**config.mk**
```make
export PLATFORM = sky130hd
export DESIGN_NAME = tlvi_ctrl
export DESIGN_NICKNAME = d
export VERILOG_FILES = /design/src/tlvi_ctrl.v
export VERILOG_INCLUDE_DIRS = /design/src
export SDC_FILE = /design/constraint.sdc
export NUM_CORES = 1
export LEC_CHECK = 0
export ABC_AREA = 1
export BUFFER_PORTS_ARGS = -buffer_cell sky130_fd_sc_hd__buf_2
export CORE_ASPECT_RATIO = 0.9
export CORE_MARGIN = 3
export CORE_UTILIZATION = 55
export DETAILED_ROUTE_END_ITERATION = 12
export PLACE_DENSITY = 0.86
export SYNTH_ARGS = -nofsm -noshare
export SYNTH_HDL_FRONTEND = slang
export SYNTH_SLANG_ARGS = --single-unit
```
**constraint.sdc**
```tcl
create_clock -name clk_sys_i -period 2.2 [get_ports clk_sys_i]
set_input_delay 0.11 -clock clk_sys_i [delete_from_list [all_inputs] [get_ports clk_sys_i]]
set_output_delay 0.11 -clock clk_sys_i [all_outputs]
set_load 0.01 [all_outputs]
```
**src/tlvi_consts.vh**
```
`ifndef TLVI_CONSTS_VH
`define TLVI_CONSTS_VH
// register byte offsets (printed offsets are multiples of four)
`define TLVI_OFF_IEN_MAIN   8'hA8
`define TLVI_OFF_IEN_T2     8'hE8
`define TLVI_OFF_PRIO_MAIN  8'hB8
`define TLVI_OFF_PRIO_T2    8'hF8
`define TLVI_OFF_FLAGS      8'h00
`define TLVI_OFF_CTRL       8'h04
`define TLVI_OFF_STATUS     8'h08
// bit positions
`define TLVI_GLOBAL_EN_BIT  7
`define TLVI_CTRL_IT0_BIT   0
`define TLVI_CTRL_IT1_BIT   1
// source indices (vector order)
`define TLVI_SRC_X0   4'h0
`define TLVI_SRC_T0   4'h1
`define TLVI_SRC_X1   4'h2
`define TLVI_SRC_T1   4'h3
`define TLVI_SRC_S0   4'h4
`define TLVI_SRC_S1   4'h5
`define TLVI_SRC_CT0  4'h6
`define TLVI_SRC_CT1  4'h7
`define TLVI_SRC_CT2  4'h8
`define TLVI_SRC_CT3  4'h9
`define TLVI_SRC_ADC  4'hA
`define TLVI_SRC_CM0  4'hB
`define TLVI_SRC_CM1  4'hC
`define TLVI_SRC_CM2  4'hD
`define TLVI_SRC_T2   4'hE
// vectors
`define TLVI_VEC_BASE 16'h0003
`define TLVI_VEC_STEP 16'h0008
// reset values
`define TLVI_RST_REG  8'h00
`define TLVI_NSRC     15
`endif

```
**src/tlvi_ctrl.v**
```verilog
`timescale 1ns/1ps
`include "tlvi_consts.vh"
// Operation
// RULE_01: fifteen sources, each with request flag, enable, priority and vector.
// RULE_02: each external input selects level or falling-edge trigger, sets own flag.
// RULE_03: edge external flag clears on vectoring; level flag follows the pin.
// RULE_04: level source holds low until taken, releases before routine ends.
// RULE_05: external inputs are active low for wired-OR sharing.
// RULE_06: timer 0/1 overflow flags set on rollover, cleared on vectoring.
// RULE_07: timer 2 has eight sources, none cleared by hardware on vectoring.
// RULE_08: UART request is OR of rx and tx done; software clears both.
// RULE_09: two-wire and seconds flags software-cleared; seconds ORs onto external 1.
// RULE_10: ADC flag set on scan done, software clears only, write-one ignored.
// RULE_11: software writes set or clear other flags like hardware.
// RULE_12: only ext0, t0, ext1, t1, seconds, UART, two-wire end idle.
// RULE_13: per-source enables, global enable bit 7 gates everything; here it gates call requests only, idle_wake_o is not gated.
// RULE_14: main enable bits 6..0: ADC, two-wire, UART, t1, ext1, t0, ext0.
// RULE_15: one priority bit per source, 1 means high level.
// RULE_16: high preempts low; high is never preempted.
// RULE_17: high served first; fixed polling order within a level.
// RULE_18: flags sampled each machine cycle, evaluated next cycle, repeated.
// RULE_19: call withheld for active level, mid-instruction, or after return/register access.
// RULE_20: blocked request whose flag dropped is lost; no memory between polls.
// RULE_21: acknowledge calls vector, pushes pc not status, marks level active; here the level is marked active when call_req_o is raised.
// RULE_22: return clears current level active flag, then core pops pc.
// RULE_23: polling order x0,s1,adc,t0,ct0,cm0,x1,ct1,cm1,t1,ct2,cm2,s0,ct3,t2.
// RULE_24: vectors from 0003H stepping eight; ADC 0053H, timer 2 overflow 0073H.
// RULE_25: timer 2 enable bits 7..0: overflow, compares 2-0, captures 3-0.
// RULE_26: priority registers mirror enables; main bit 7 reserved.
// RULE_27: one active flag per level, set on acknowledge, used for blocking; here it is set when call_req_o rises, before call_ack_i.
module tlvi_ctrl (
	// clock and reset
	input  wire        clk_sys_i,
	input  wire        srst_i,
	// axi4-lite slave
	input  wire [7:0]  s_axi_awaddr,
	input  wire        s_axi_awvalid,
	output wire        s_axi_awready,
	input  wire [31:0] s_axi_wdata,
	input  wire [3:0]  s_axi_wstrb,
	input  wire        s_axi_wvalid,
	output wire        s_axi_wready,
	output reg  [1:0]  s_axi_bresp,
	output reg         s_axi_bvalid,
	input  wire        s_axi_bready,
	input  wire [7:0]  s_axi_araddr,
	input  wire        s_axi_arvalid,
	output wire        s_axi_arready,
	output reg  [31:0] s_axi_rdata,
	output reg  [1:0]  s_axi_rresp,
	output reg         s_axi_rvalid,
	input  wire        s_axi_rready,
	// external pins, active low
	input  wire        ext_irq0_pin_n_i,
	input  wire        ext_irq1_pin_n_i,
	// peripheral event pulses
	input  wire        timer0_rollover_i,
	input  wire        timer1_rollover_i,
	input  wire [3:0]  t2_capture_i,
	input  wire [2:0]  t2_compare_i,
	input  wire        t2_overflow_i,
	input  wire        uart_rx_done_i,
	input  wire        uart_tx_done_i,
	input  wire        twowire_event_i,
	input  wire        adc_scan_done_i,
	input  wire        seconds_tick_i,
	// core handshake
	input  wire        machine_cycle_i,
	input  wire        instr_last_cycle_i,
	input  wire        return_from_interrupt_exec_i,
	input  wire        irq_reg_access_i,
	input  wire        instr_done_i,
	input  wire        call_ack_i,
	output reg         call_req_o,
	output reg  [15:0] call_vector_o,
	output wire        idle_wake_o
);

	// request flags in vector order
	reg  [14:0] flag; // RULE_01
	reg  [7:0]  ien_main;
	reg  [7:0]  ien_t2;
	reg  [6:0]  prio_main;
	reg  [7:0]  prio_t2;
	reg  [1:0]  edge_sel;
	reg  [1:0]  uart_sub;
	reg         seconds_flag;
	reg  [1:0]  active;
	reg  [14:0] sample;
	reg         hold_off;
	reg  [3:0]  call_src;
	reg  [1:0]  x0_sync;
	reg  [1:0]  x1_sync;
	reg  [1:0]  x_prev;
	reg  [7:0]  aw_addr;
	reg         aw_full;
	reg  [31:0] w_data;
	reg         w_full;

	// enable and priority per source in vector order
	wire [14:0] en_vec;
	wire [14:0] pr_vec;
	assign en_vec = {ien_t2[7], ien_t2[6:4], ien_main[6], ien_t2[3:0], ien_main[5:0]}; // RULE_14 RULE_25
	assign pr_vec = {prio_t2[7], prio_t2[6:4], prio_main[6], prio_t2[3:0], prio_main[5:0]}; // RULE_15 RULE_26

	// polling order maps rank to vector index
	function [3:0] poll_src;
		input [3:0] rank;
		begin
			case (rank) // RULE_23
			4'h0: poll_src = `TLVI_SRC_X0;
			4'h1: poll_src = `TLVI_SRC_S1;
			4'h2: poll_src = `TLVI_SRC_ADC;
			4'h3: poll_src = `TLVI_SRC_T0;
			4'h4: poll_src = `TLVI_SRC_CT0;
			4'h5: poll_src = `TLVI_SRC_CM0;
			4'h6: poll_src = `TLVI_SRC_X1;
			4'h7: poll_src = `TLVI_SRC_CT1;
			4'h8: poll_src = `TLVI_SRC_CM1;
			4'h9: poll_src = `TLVI_SRC_T1;
			4'hA: poll_src = `TLVI_SRC_CT2;
			4'hB: poll_src = `TLVI_SRC_CM2;
			4'hC: poll_src = `TLVI_SRC_S0;
			4'hD: poll_src = `TLVI_SRC_CT3;
			default: poll_src = `TLVI_SRC_T2;
			endcase
		end
	endfunction

	// picks first polled source among a mask; found flag in bit 4
	function [4:0] pick;
		input [14:0] m;
		integer i;
		reg [4:0] r;
		begin
			r = 5'h00;
			for (i = 14; i >= 0; i = i - 1) begin
				if (m[poll_src(i[3:0])]) begin
					r = {1'b1, poll_src(i[3:0])};
				end
			end
			pick = r;
		end
	endfunction

	// axi handshakes
	wire wr_go;
	wire rd_go;
	assign s_axi_awready = !aw_full;
	assign s_axi_wready  = !w_full;
	assign s_axi_arready = !s_axi_rvalid;
	assign wr_go = aw_full && w_full && !s_axi_bvalid;
	assign rd_go = s_axi_arvalid && !s_axi_rvalid;

	// software write decode to flag register
	reg  [3:0]  w_strb;
	wire        w_strb_ok;
	wire        sw_flag_wr;
	wire [31:0] sw_val;
	assign w_strb_ok = w_strb[0] | w_strb[1];
	assign sw_flag_wr = wr_go && (aw_addr == `TLVI_OFF_FLAGS) && w_strb_ok;
	assign sw_val     = w_data;

	// pin levels after sync, active low inputs
	wire x0_low;
	wire x1_low;
	assign x0_low = !x0_sync[1]; // RULE_05
	assign x1_low = !x1_sync[1];

	// poll arbitration over sampled flags
	wire [14:0] req;
	wire [4:0]  hi_pick;
	wire [4:0]  lo_pick;
	wire        hi_ok;
	wire        lo_ok;
	wire        can_call;
	assign req     = sample & en_vec & {15{ien_main[`TLVI_GLOBAL_EN_BIT]}}; // RULE_13
	assign hi_pick = pick(req & pr_vec);
	assign lo_pick = pick(req & ~pr_vec);
	assign hi_ok   = hi_pick[4] && !active[1]; // RULE_16
	assign lo_ok   = lo_pick[4] && !active[1] && !active[0];
	assign can_call = machine_cycle_i && instr_last_cycle_i && !hold_off
		&& !call_req_o && !return_from_interrupt_exec_i && !irq_reg_access_i; // RULE_19

	// wake on subset of sources, unmasked
	assign idle_wake_o = |(flag[5:0]) | seconds_flag; // RULE_12

	// synchronisers for pins
	always @(posedge clk_sys_i) begin
		if (srst_i) begin
			x0_sync <= 2'b11;
			x1_sync <= 2'b11;
		end else begin
			x0_sync <= {x0_sync[0], ext_irq0_pin_n_i};
			x1_sync <= {x1_sync[0], ext_irq1_pin_n_i};
		end
	end

	// request flags, hardware set wins over clears
	reg [14:0] next_flag;
	reg [1:0]  next_uart;
	reg        next_sec;
	reg        ack_edge0;
	reg        ack_edge1;
	always @* begin
		next_flag = flag;
		next_uart = uart_sub;
		next_sec  = seconds_flag;
		ack_edge0 = call_req_o && call_ack_i && (call_src == `TLVI_SRC_X0);
		ack_edge1 = call_req_o && call_ack_i && (call_src == `TLVI_SRC_X1);
		// software writes to the flag register
		if (sw_flag_wr) begin // RULE_11
			next_flag = sw_val[14:0];
			next_flag[`TLVI_SRC_ADC] = flag[`TLVI_SRC_ADC] & sw_val[`TLVI_SRC_ADC]; // RULE_10
			next_uart = sw_val[17:16];
			next_sec  = sw_val[18];
		end
		// clear on vectoring
		if (call_req_o && call_ack_i) begin
			if (call_src == `TLVI_SRC_T0 || call_src == `TLVI_SRC_T1) begin
				next_flag[call_src] = 1'b0; // RULE_06
			end
		end
		if (ack_edge0 && edge_sel[0]) begin
			next_flag[`TLVI_SRC_X0] = 1'b0; // RULE_03
		end
		if (ack_edge1 && edge_sel[1]) begin
			next_flag[`TLVI_SRC_X1] = 1'b0;
		end
		// hardware sets
		if (timer0_rollover_i) next_flag[`TLVI_SRC_T0] = 1'b1; // RULE_06
		if (timer1_rollover_i) next_flag[`TLVI_SRC_T1] = 1'b1;
		next_flag[9:6]   = next_flag[9:6] | t2_capture_i; // RULE_07
		next_flag[13:11] = next_flag[13:11] | t2_compare_i;
		if (t2_overflow_i) next_flag[`TLVI_SRC_T2] = 1'b1;
		if (adc_scan_done_i) next_flag[`TLVI_SRC_ADC] = 1'b1; // RULE_10
		if (twowire_event_i) next_flag[`TLVI_SRC_S1] = 1'b1; // RULE_09
		if (uart_rx_done_i) next_uart[0] = 1'b1;
		if (uart_tx_done_i) next_uart[1] = 1'b1;
		if (seconds_tick_i) next_sec = 1'b1;
		next_flag[`TLVI_SRC_S0] = |next_uart; // RULE_08
		// external: edge sets on falling, level follows pin
		if (edge_sel[0]) begin // RULE_02
			if (x_prev[0] && x0_low) next_flag[`TLVI_SRC_X0] = 1'b1;
		end else begin
			next_flag[`TLVI_SRC_X0] = x0_low; // RULE_03
		end
		if (edge_sel[1]) begin
			if (x_prev[1] && x1_low) next_flag[`TLVI_SRC_X1] = 1'b1;
		end else begin
			next_flag[`TLVI_SRC_X1] = x1_low;
		end
	end

	// flag, sample and pin history registers
	always @(posedge clk_sys_i) begin
		if (srst_i) begin
			flag         <= 15'h0000;
			uart_sub     <= 2'b00;
			seconds_flag <= 1'b0;
			sample       <= 15'h0000;
			x_prev       <= 2'b00;
		end else begin
			flag         <= next_flag;
			uart_sub     <= next_uart;
			seconds_flag <= next_sec;
			x_prev       <= {!x1_low, !x0_low};
			if (machine_cycle_i) begin
				// fresh snapshot each machine cycle, nothing kept
				sample <= flag | {12'h000, seconds_flag, 2'b00}; // RULE_18 RULE_20 RULE_09
			end
		end
	end

	// call request, level tracking and hold-off
	always @(posedge clk_sys_i) begin
		if (srst_i) begin
			call_req_o    <= 1'b0;
			call_vector_o <= 16'h0000;
			call_src      <= 4'h0;
			active        <= 2'b00;
			hold_off      <= 1'b0;
		end else begin
			if (return_from_interrupt_exec_i || irq_reg_access_i) begin
				hold_off <= 1'b1; // RULE_19
			end else if (instr_done_i) begin
				hold_off <= 1'b0;
			end
			if (return_from_interrupt_exec_i) begin
				// drop highest active level
				if (active[1]) active[1] <= 1'b0; // RULE_22
				else active[0] <= 1'b0;
			end
			if (call_req_o && call_ack_i) begin
				call_req_o <= 1'b0;
			end else if (can_call && (hi_ok || lo_ok)) begin
				call_req_o <= 1'b1; // RULE_17 RULE_21
				call_src   <= hi_ok ? hi_pick[3:0] : lo_pick[3:0];
				call_vector_o <= `TLVI_VEC_BASE + `TLVI_VEC_STEP * {12'h000, (hi_ok ? hi_pick[3:0] : lo_pick[3:0])}; // RULE_24
				if (hi_ok) active[1] <= 1'b1; // RULE_27
				else active[0] <= 1'b1;
			end
		end
	end

	// axi write path
	always @(posedge clk_sys_i) begin
		if (srst_i) begin
			aw_addr      <= 8'h00;
			aw_full      <= 1'b0;
			w_data       <= 32'h00000000;
			w_strb       <= 4'h0;
			w_full       <= 1'b0;
			s_axi_bvalid <= 1'b0;
			s_axi_bresp  <= 2'b00;
			ien_main     <= `TLVI_RST_REG;
			ien_t2       <= `TLVI_RST_REG;
			prio_main    <= 7'h00;
			prio_t2      <= `TLVI_RST_REG;
			edge_sel     <= 2'b00;
		end else begin
			if (s_axi_awvalid && !aw_full) begin
				aw_addr <= s_axi_awaddr;
				aw_full <= 1'b1;
			end
			if (s_axi_wvalid && !w_full) begin
				w_data <= s_axi_wdata;
				w_strb <= s_axi_wstrb;
				w_full <= 1'b1;
			end
			if (s_axi_bvalid && s_axi_bready) s_axi_bvalid <= 1'b0;
			if (wr_go) begin
				aw_full      <= 1'b0;
				w_full       <= 1'b0;
				s_axi_bvalid <= 1'b1;
				s_axi_bresp  <= 2'b00;
				if (w_strb[0]) begin
					case (aw_addr)
					`TLVI_OFF_IEN_MAIN:  ien_main  <= w_data[7:0];
					`TLVI_OFF_IEN_T2:    ien_t2    <= w_data[7:0];
					`TLVI_OFF_PRIO_MAIN: prio_main <= w_data[6:0];
					`TLVI_OFF_PRIO_T2:   prio_t2   <= w_data[7:0];
					`TLVI_OFF_CTRL:      edge_sel  <= w_data[1:0];
					`TLVI_OFF_FLAGS:     s_axi_bresp <= 2'b00;
					`TLVI_OFF_STATUS:    s_axi_bresp <= 2'b00;
					default:             s_axi_bresp <= 2'b10;
					endcase
				end
			end
		end
	end

	// axi read path
	always @(posedge clk_sys_i) begin
		if (srst_i) begin
			s_axi_rvalid <= 1'b0;
			s_axi_rdata  <= 32'h00000000;
			s_axi_rresp  <= 2'b00;
		end else begin
			if (s_axi_rvalid && s_axi_rready) s_axi_rvalid <= 1'b0;
			if (rd_go) begin
				s_axi_rvalid <= 1'b1;
				s_axi_rresp  <= 2'b00;
				case (s_axi_araddr)
				`TLVI_OFF_IEN_MAIN:  s_axi_rdata <= {24'h000000, ien_main};
				`TLVI_OFF_IEN_T2:    s_axi_rdata <= {24'h000000, ien_t2};
				`TLVI_OFF_PRIO_MAIN: s_axi_rdata <= {25'h0000000, prio_main};
				`TLVI_OFF_PRIO_T2:   s_axi_rdata <= {24'h000000, prio_t2};
				`TLVI_OFF_FLAGS:     s_axi_rdata <= {13'h0000, seconds_flag, uart_sub, 1'b0, flag};
				`TLVI_OFF_CTRL:      s_axi_rdata <= {30'h00000000, edge_sel};
				`TLVI_OFF_STATUS:    s_axi_rdata <= {24'h000000, call_src, hold_off, call_req_o, active};
				default: begin
					s_axi_rdata <= 32'h00000000;
					s_axi_rresp <= 2'b10;
				end
				endcase
			end
		end
	end

endmodule

```
== Word level (Yosys, flattened, before mapping) ==
Cells that the tools add are included.
Cells by class
  add/subtract/negate cells: 1
  $lt $le $gt $ge: 2
  eq/ne operators: 15
  mux-type cells: 68
  bitwise gates (word level): 14
  reductions and logical operators: 60
Operators by type and width (number)
  5-bit 2-to-1 mux: 30
  19-bit case mux with 7 select lines: 1
  15-bit AND: 5
  8-bit equality test, second input constant: 8
  15-bit 2-to-1 mux: 3
  15-bit NOT: 2
  1-bit logical AND: 26
  1-bit 2-to-1 mux: 25
  8-bit by 3-bit equality test with 1-bit output, second input constant: 2
  8-bit by 4-bit equality test with 1-bit output, second input constant: 2
  8-bit zero test: 2
  15-bit by 3-bit bitwise OR with 15-bit output: 1
  3-bit AND reduction: 5
  2-bit 2-to-1 mux: 7
  7-bit OR reduction: 2
  1-bit zero test: 12
  2-bit by 7-bit adder with 8-bit output, first input constant: 1
  4-bit by 2-bit equality test with 1-bit output, second input constant: 2
  2-bit nonzero test: 4
  2-bit OR reduction: 3
  6-bit OR reduction: 1
  4-bit by 5-bit < comparator with 1-bit output, second input constant: 1
  1-bit demux with 4-bit select: 1
  4-bit by 1-bit equality test with 1-bit output, second input constant: 1
  10 further kinds: 13
Word-level totals
  bits in registers: 165
  input bits: 82
  output and inout bits: 59
  word-level logic and storage cells: 187

== Depth between registers and ports, before layout ==
  word-level depth: 24
  gate-level depth with buffers: 20
  gate-level depth less buffers: 18

== Worst setup path after synthesis ==
Ideal clock, no wire load.
  path kind: flip-flop to flip-flop
  start point: register ien_main[7]
  end point: register call_src[3]
  arrival: 1.507 ns
  required time: 2.091 ns
  setup slack: 0.584 ns
  stages on the path, launching flop included: 15
  clock period less this slack: 1.616 ns
  cell sequence: dfxtp_1 buf_6 buf_12 nand3_2 nor2_2 nor3_2 nand4_2 nand2_2 nand2_2 nand2_4 inv_4 nor2_1 nor2_1 nand2_1 inv_1
Between the ends
  word-level cells in the longest chain between the ends: 22
  elaborated cells between the ends (all ways): 40
Ends and longest elaborated chain
  start, declared: line tlvi_ctrl.v:81  | reg [7:0] ien_main;
  start signal, assigned: line tlvi_ctrl.v:316  | ien_main <= `TLVI_RST_REG;
  start signal, assigned: line tlvi_ctrl.v:339  | `TLVI_OFF_IEN_MAIN: ien_main <= w_data[7:0];
  15-bit AND *: line tlvi_ctrl.v:177  | assign req = sample & en_vec & {15{ien_main[`TLVI_GLOBAL_EN_BIT]}};
  15-bit AND: line tlvi_ctrl.v:179  | assign lo_pick = pick(req & ~pr_vec);
  5-bit 2-to-1 mux (15 in a row): line tlvi_ctrl.v:138  | if (m[poll_src(i[3:0])]) begin
  1-bit logical AND (2 in a row): line tlvi_ctrl.v:181  | assign lo_ok = lo_pick[4] && !active[1] && !active[0];
  1-bit logical OR: line tlvi_ctrl.v:296  | end else if (can_call && (hi_ok || lo_ok)) begin
  1-bit logical AND: line tlvi_ctrl.v:296
  2-bit AND reduction (no line)
  end signal, assigned: line tlvi_ctrl.v:298  | call_src <= hi_ok ? hi_pick[3:0] : lo_pick[3:0];
  end, declared: line tlvi_ctrl.v:91  | reg [3:0] call_src;
Every way passes the cells marked *; elsewhere a longest branch is shown, timed or not.
A chain may end at the register's enable or synchronous reset.

== Worst setup path in the final report ==
  start point: register aw_addr[0]
  end point: register prio_main[5]
Between the ends
  word-level cells in the longest chain between the ends: 2
Ends and longest elaborated chain
  start, declared: line tlvi_ctrl.v:95  | reg [7:0] aw_addr;
  start signal, assigned: line tlvi_ctrl.v:323  | aw_addr <= s_axi_awaddr;
  8-bit equality test: line tlvi_ctrl.v:338  | case (aw_addr)
  3-bit AND reduction (no line)
  end signal, assigned: line tlvi_ctrl.v:341  | `TLVI_OFF_PRIO_MAIN: prio_main <= w_data[6:0];
  end, declared: line tlvi_ctrl.v:83  | reg [6:0] prio_main;
Every way passes these cells.

==> impl_metrics.tcl <==
set metrics [dict create \
    fin_area_um2 7940 \
    synth_ff_type "dfxtp_1" \
    hpwlAfterDp_um 12300 \
    setup_viol 0 \
    crit_required_ps 2520 \
    async_flop_share 0 \
    violations "hold timing" \
    slew_headroom 0.563 \
    most-common-layout-cells "135 x nor2_1, 133 x dfxtp_1, 125 x nand2_1" \
    fin_tns_setup_ps 0 \
    htreeDepth 4 \
    vias 6535 \
    worstSetupStartpointType "register" \
    die_h_um 108 \
    synth-edff-count 0 \
    ys_seq_elements 133 \
    dpl_cell_area_um2 6940 \
    multiInputGateArea_um2 3010 \
    rr_startpoint "aw_addr[0]$_SDFFE_PP0P_" \
    fmax_mhz 499 \
    antenna-diode-count 0 \
    cts_buffer_depth 2 \
    wire_per_inst_um 16.2 \
    start_util 0.578 \
    rows 36 \
    grt_pass1_wl_um 30000 \
    viasPerCell 5.57 \
    coreArea_um2 11100 \
    cts_buffers 17 \
    gp_congestion 0.948 \
    worst_hold_slack_ps -7.62 \
    cts_sinks 133 \
    p_leak_nw 3.55 \
    die_area_um2 13000 \
    firstDrtPassIters 6 \
    crit_family "simple AND/OR/NAND/NOR gates" \
    drt-initial-drc-count 604 \
    fillCellCount 819 \
    hold_viol 1 \
    drc 0 \
    pre_cts_ws_ps 358 \
    syn_area_um2 6400 \
    yosysSeqAreaShare 0.416 \
    finClkSkew_ps 8.61 \
    r2r-end "prio_main[5]$_SDFFE_PP0P_" \
    synth_warnings 0 \
    min_from "s_axi_wdata[5]" \
    io_pins 141 \
    worstSetupPathType "register to register" \
    cts.clk_slew.worst_paths_ps 60 \
    final_common_cell "nor2_1" \
    max_stage_delay_ps 460 \
    crit_top_cell "nor2_2" \
    worst-path-buf-inv 1 \
    die_w_um 120 \
    grt_pass1_vias 6110 \
    seqCellArea_um2 2660 \
    crit_fanout 14 \
    rrSetupSlack_ps 200 \
    finalCritPeriodShare 0.911 \
    min_period_ps 2000 \
    grt_max_degree 72 \
    cp_slowest_cell "nor2_2" \
    rsz0062_at_grt "no" \
    arrival_ps 2330 \
    drv_cap 0 \
    tightest_slew_ps 651 \
    overflow 0 \
    ys_types 49 \
    avgSynthCellArea_um2 7.34 \
    fin_nets 1092 \
    layout_setup_ws_ps 197 \
    p_per_area_nw_per_um2 729 \
    io_buffers 98 \
    ctsHoldBuffers 44 \
    cp-end-kind "register" \
    grtUsageTotal 0.294 \
    syn_inst 873 \
    insertion_delay_ps 420 \
    cts_resized 0 \
    cts_root_buffer "clkbuf_16" \
    status "complete, but fails checks" \
    hold_class "input port to register" \
    crit_chain "nor2_2, inv_2, nor3_2, and3_1, nand2_1, nor2_2, nor2_1, a211oi_1" \
    cts_setup_buffers 0 \
    cts_tree "built" \
    min_delay_path_depth 3 \
    drive_above_1_share 0.189 \
    maxSlewViolCount 0 \
    min_to "sw_val[5]$_SDFFE_PP0P_" \
    grt_antenna_before_repair 0 \
    ant_nets 0 \
    routed_wl_um 19000 \
    synthToLayoutAreaGrowth_pct 24.0 \
    reg2reg_depth 8 \
    vdd_drop_max_mv 0.650 \
]
==> synth_stat cells (all sizes together), types with 2 or more instances <==
cell     count  share of area
a211oi      33          0.040
o21ai       72          0.057
clkbuf      24          0.014
or2          6         0.0059
o221ai       3         0.0041
dfxtp      133           0.42
buf         38          0.047
nor3        15          0.019
o21a         2         0.0023
a221oi       7         0.0096
o2111ai      6         0.0082
nand3       38          0.037
nor3b        2         0.0049
clkinv       3         0.0018
o211ai       2         0.0031
nand4       15          0.020
a21oi       64          0.050
a211o       11          0.015
nor2       147          0.091
nand2      130          0.079
inv        115          0.068
==> per-layer routing <==
layer / global-route usage / share of wire / up-vias
li1: - / - / 3104
met1: 0.374 / 0.40 / 3018
met2: 0.493 / 0.48 / 358
met3: 0.0554 / 0.087 / 55
met4: 0.128 / 0.033 / 0
met5: 0 / 0 / -
==> worst register-to-register path, stage by stage (launching register included) <==
cell,delay (ps)
dfxtp_1,320
nor2_2,180
inv_2,60
nor3_2,220
and3_1,230
nand2_1,70
nor2_2,460
nor2_1,150
a211oi_1,210
==> worst max path at each step <==
stage / from / end / slack, ps / depth (start not counted)
2_1_floorplan: ien_main[7]$_SDFFE_PP0P_ / call_src[3]$_SDFFE_PP0P_ / 580 / 14
3_3_place_gp: ien_main[7]$_SDFFE_PP0P_ / call_src[1]$_SDFFE_PP0P_ / 400 / 14
3_5_place_dp: aw_addr[0]$_SDFFE_PP0P_ / prio_main[5]$_SDFFE_PP0P_ / 360 / 8
4_1_cts: aw_addr[0]$_SDFFE_PP0P_ / prio_main[5]$_SDFFE_PP0P_ / 260 / 8
5_1_grt: aw_addr[0]$_SDFFE_PP0P_ / prio_main[5]$_SDFFE_PP0P_ / 80 / 8
6_report: aw_addr[0]$_SDFFE_PP0P_ / prio_main[5]$_SDFFE_PP0P_ / 200 / 8
==> area by class of cell <==
cell class,count,area share
clock buffers,21,0.0580
flip-flops and latches,133,0.335
repair buffers,155,0.136
well taps,152,0.0239
clock inverters,10,0.0123
inverters,118,0.0561
multi-input cells,585,0.379
==> sequential cells by signal, indices dropped and copies added (netlist names), 2 cells and up <==
signal,cells
uart_sub,2
sw_val,18
w_strb,2
prio_t2,8
call_src,4
x_prev,2
flag,15
x1_sync,2
active,2
ien_main,8
sample,15
aw_addr,8
prio_main,7
s_axi_rdata,18
ien_t2,8
x0_sync,2
edge_sel,2
==> cell families after synthesis <==
logic type      count (synthesis)  share of synthesized area
simple gates                  355                      0.259
flops                         133                      0.416
buf+inv                       180                      0.130
mux                             1                    0.00156
compound gates                203                      0.193
other cells                     1                   0.000586
==> stage by stage <==
stage / hold slack (ps) / util / power (W) / instances
2_1_floorplan: 214 / - / 0.00293 / 898
3_3_place_gp: 294 / 0.627 / 0.00306 / 1099
3_5_place_dp: 297 / 0.627 / 0.00307 / 1099
4_1_cts: 0.456 / 0.717 / 0.00576 / 1174
5_1_grt: 4.69 / 0.717 / 0.00596 / 1174
6_report: -7.62 / 0.717 / 0.00579 / 1174
==> where the power goes <==
group	internal [W]	switching, W	total, W
Combinational	0.000205	0.000309	0.000514
Sequential	0.00252	0.0000877	0.00261
Clock	0.00161	0.00105	0.00267
Total	0.00434	0.00145	0.00579
(Power assumes the default switching activity.)
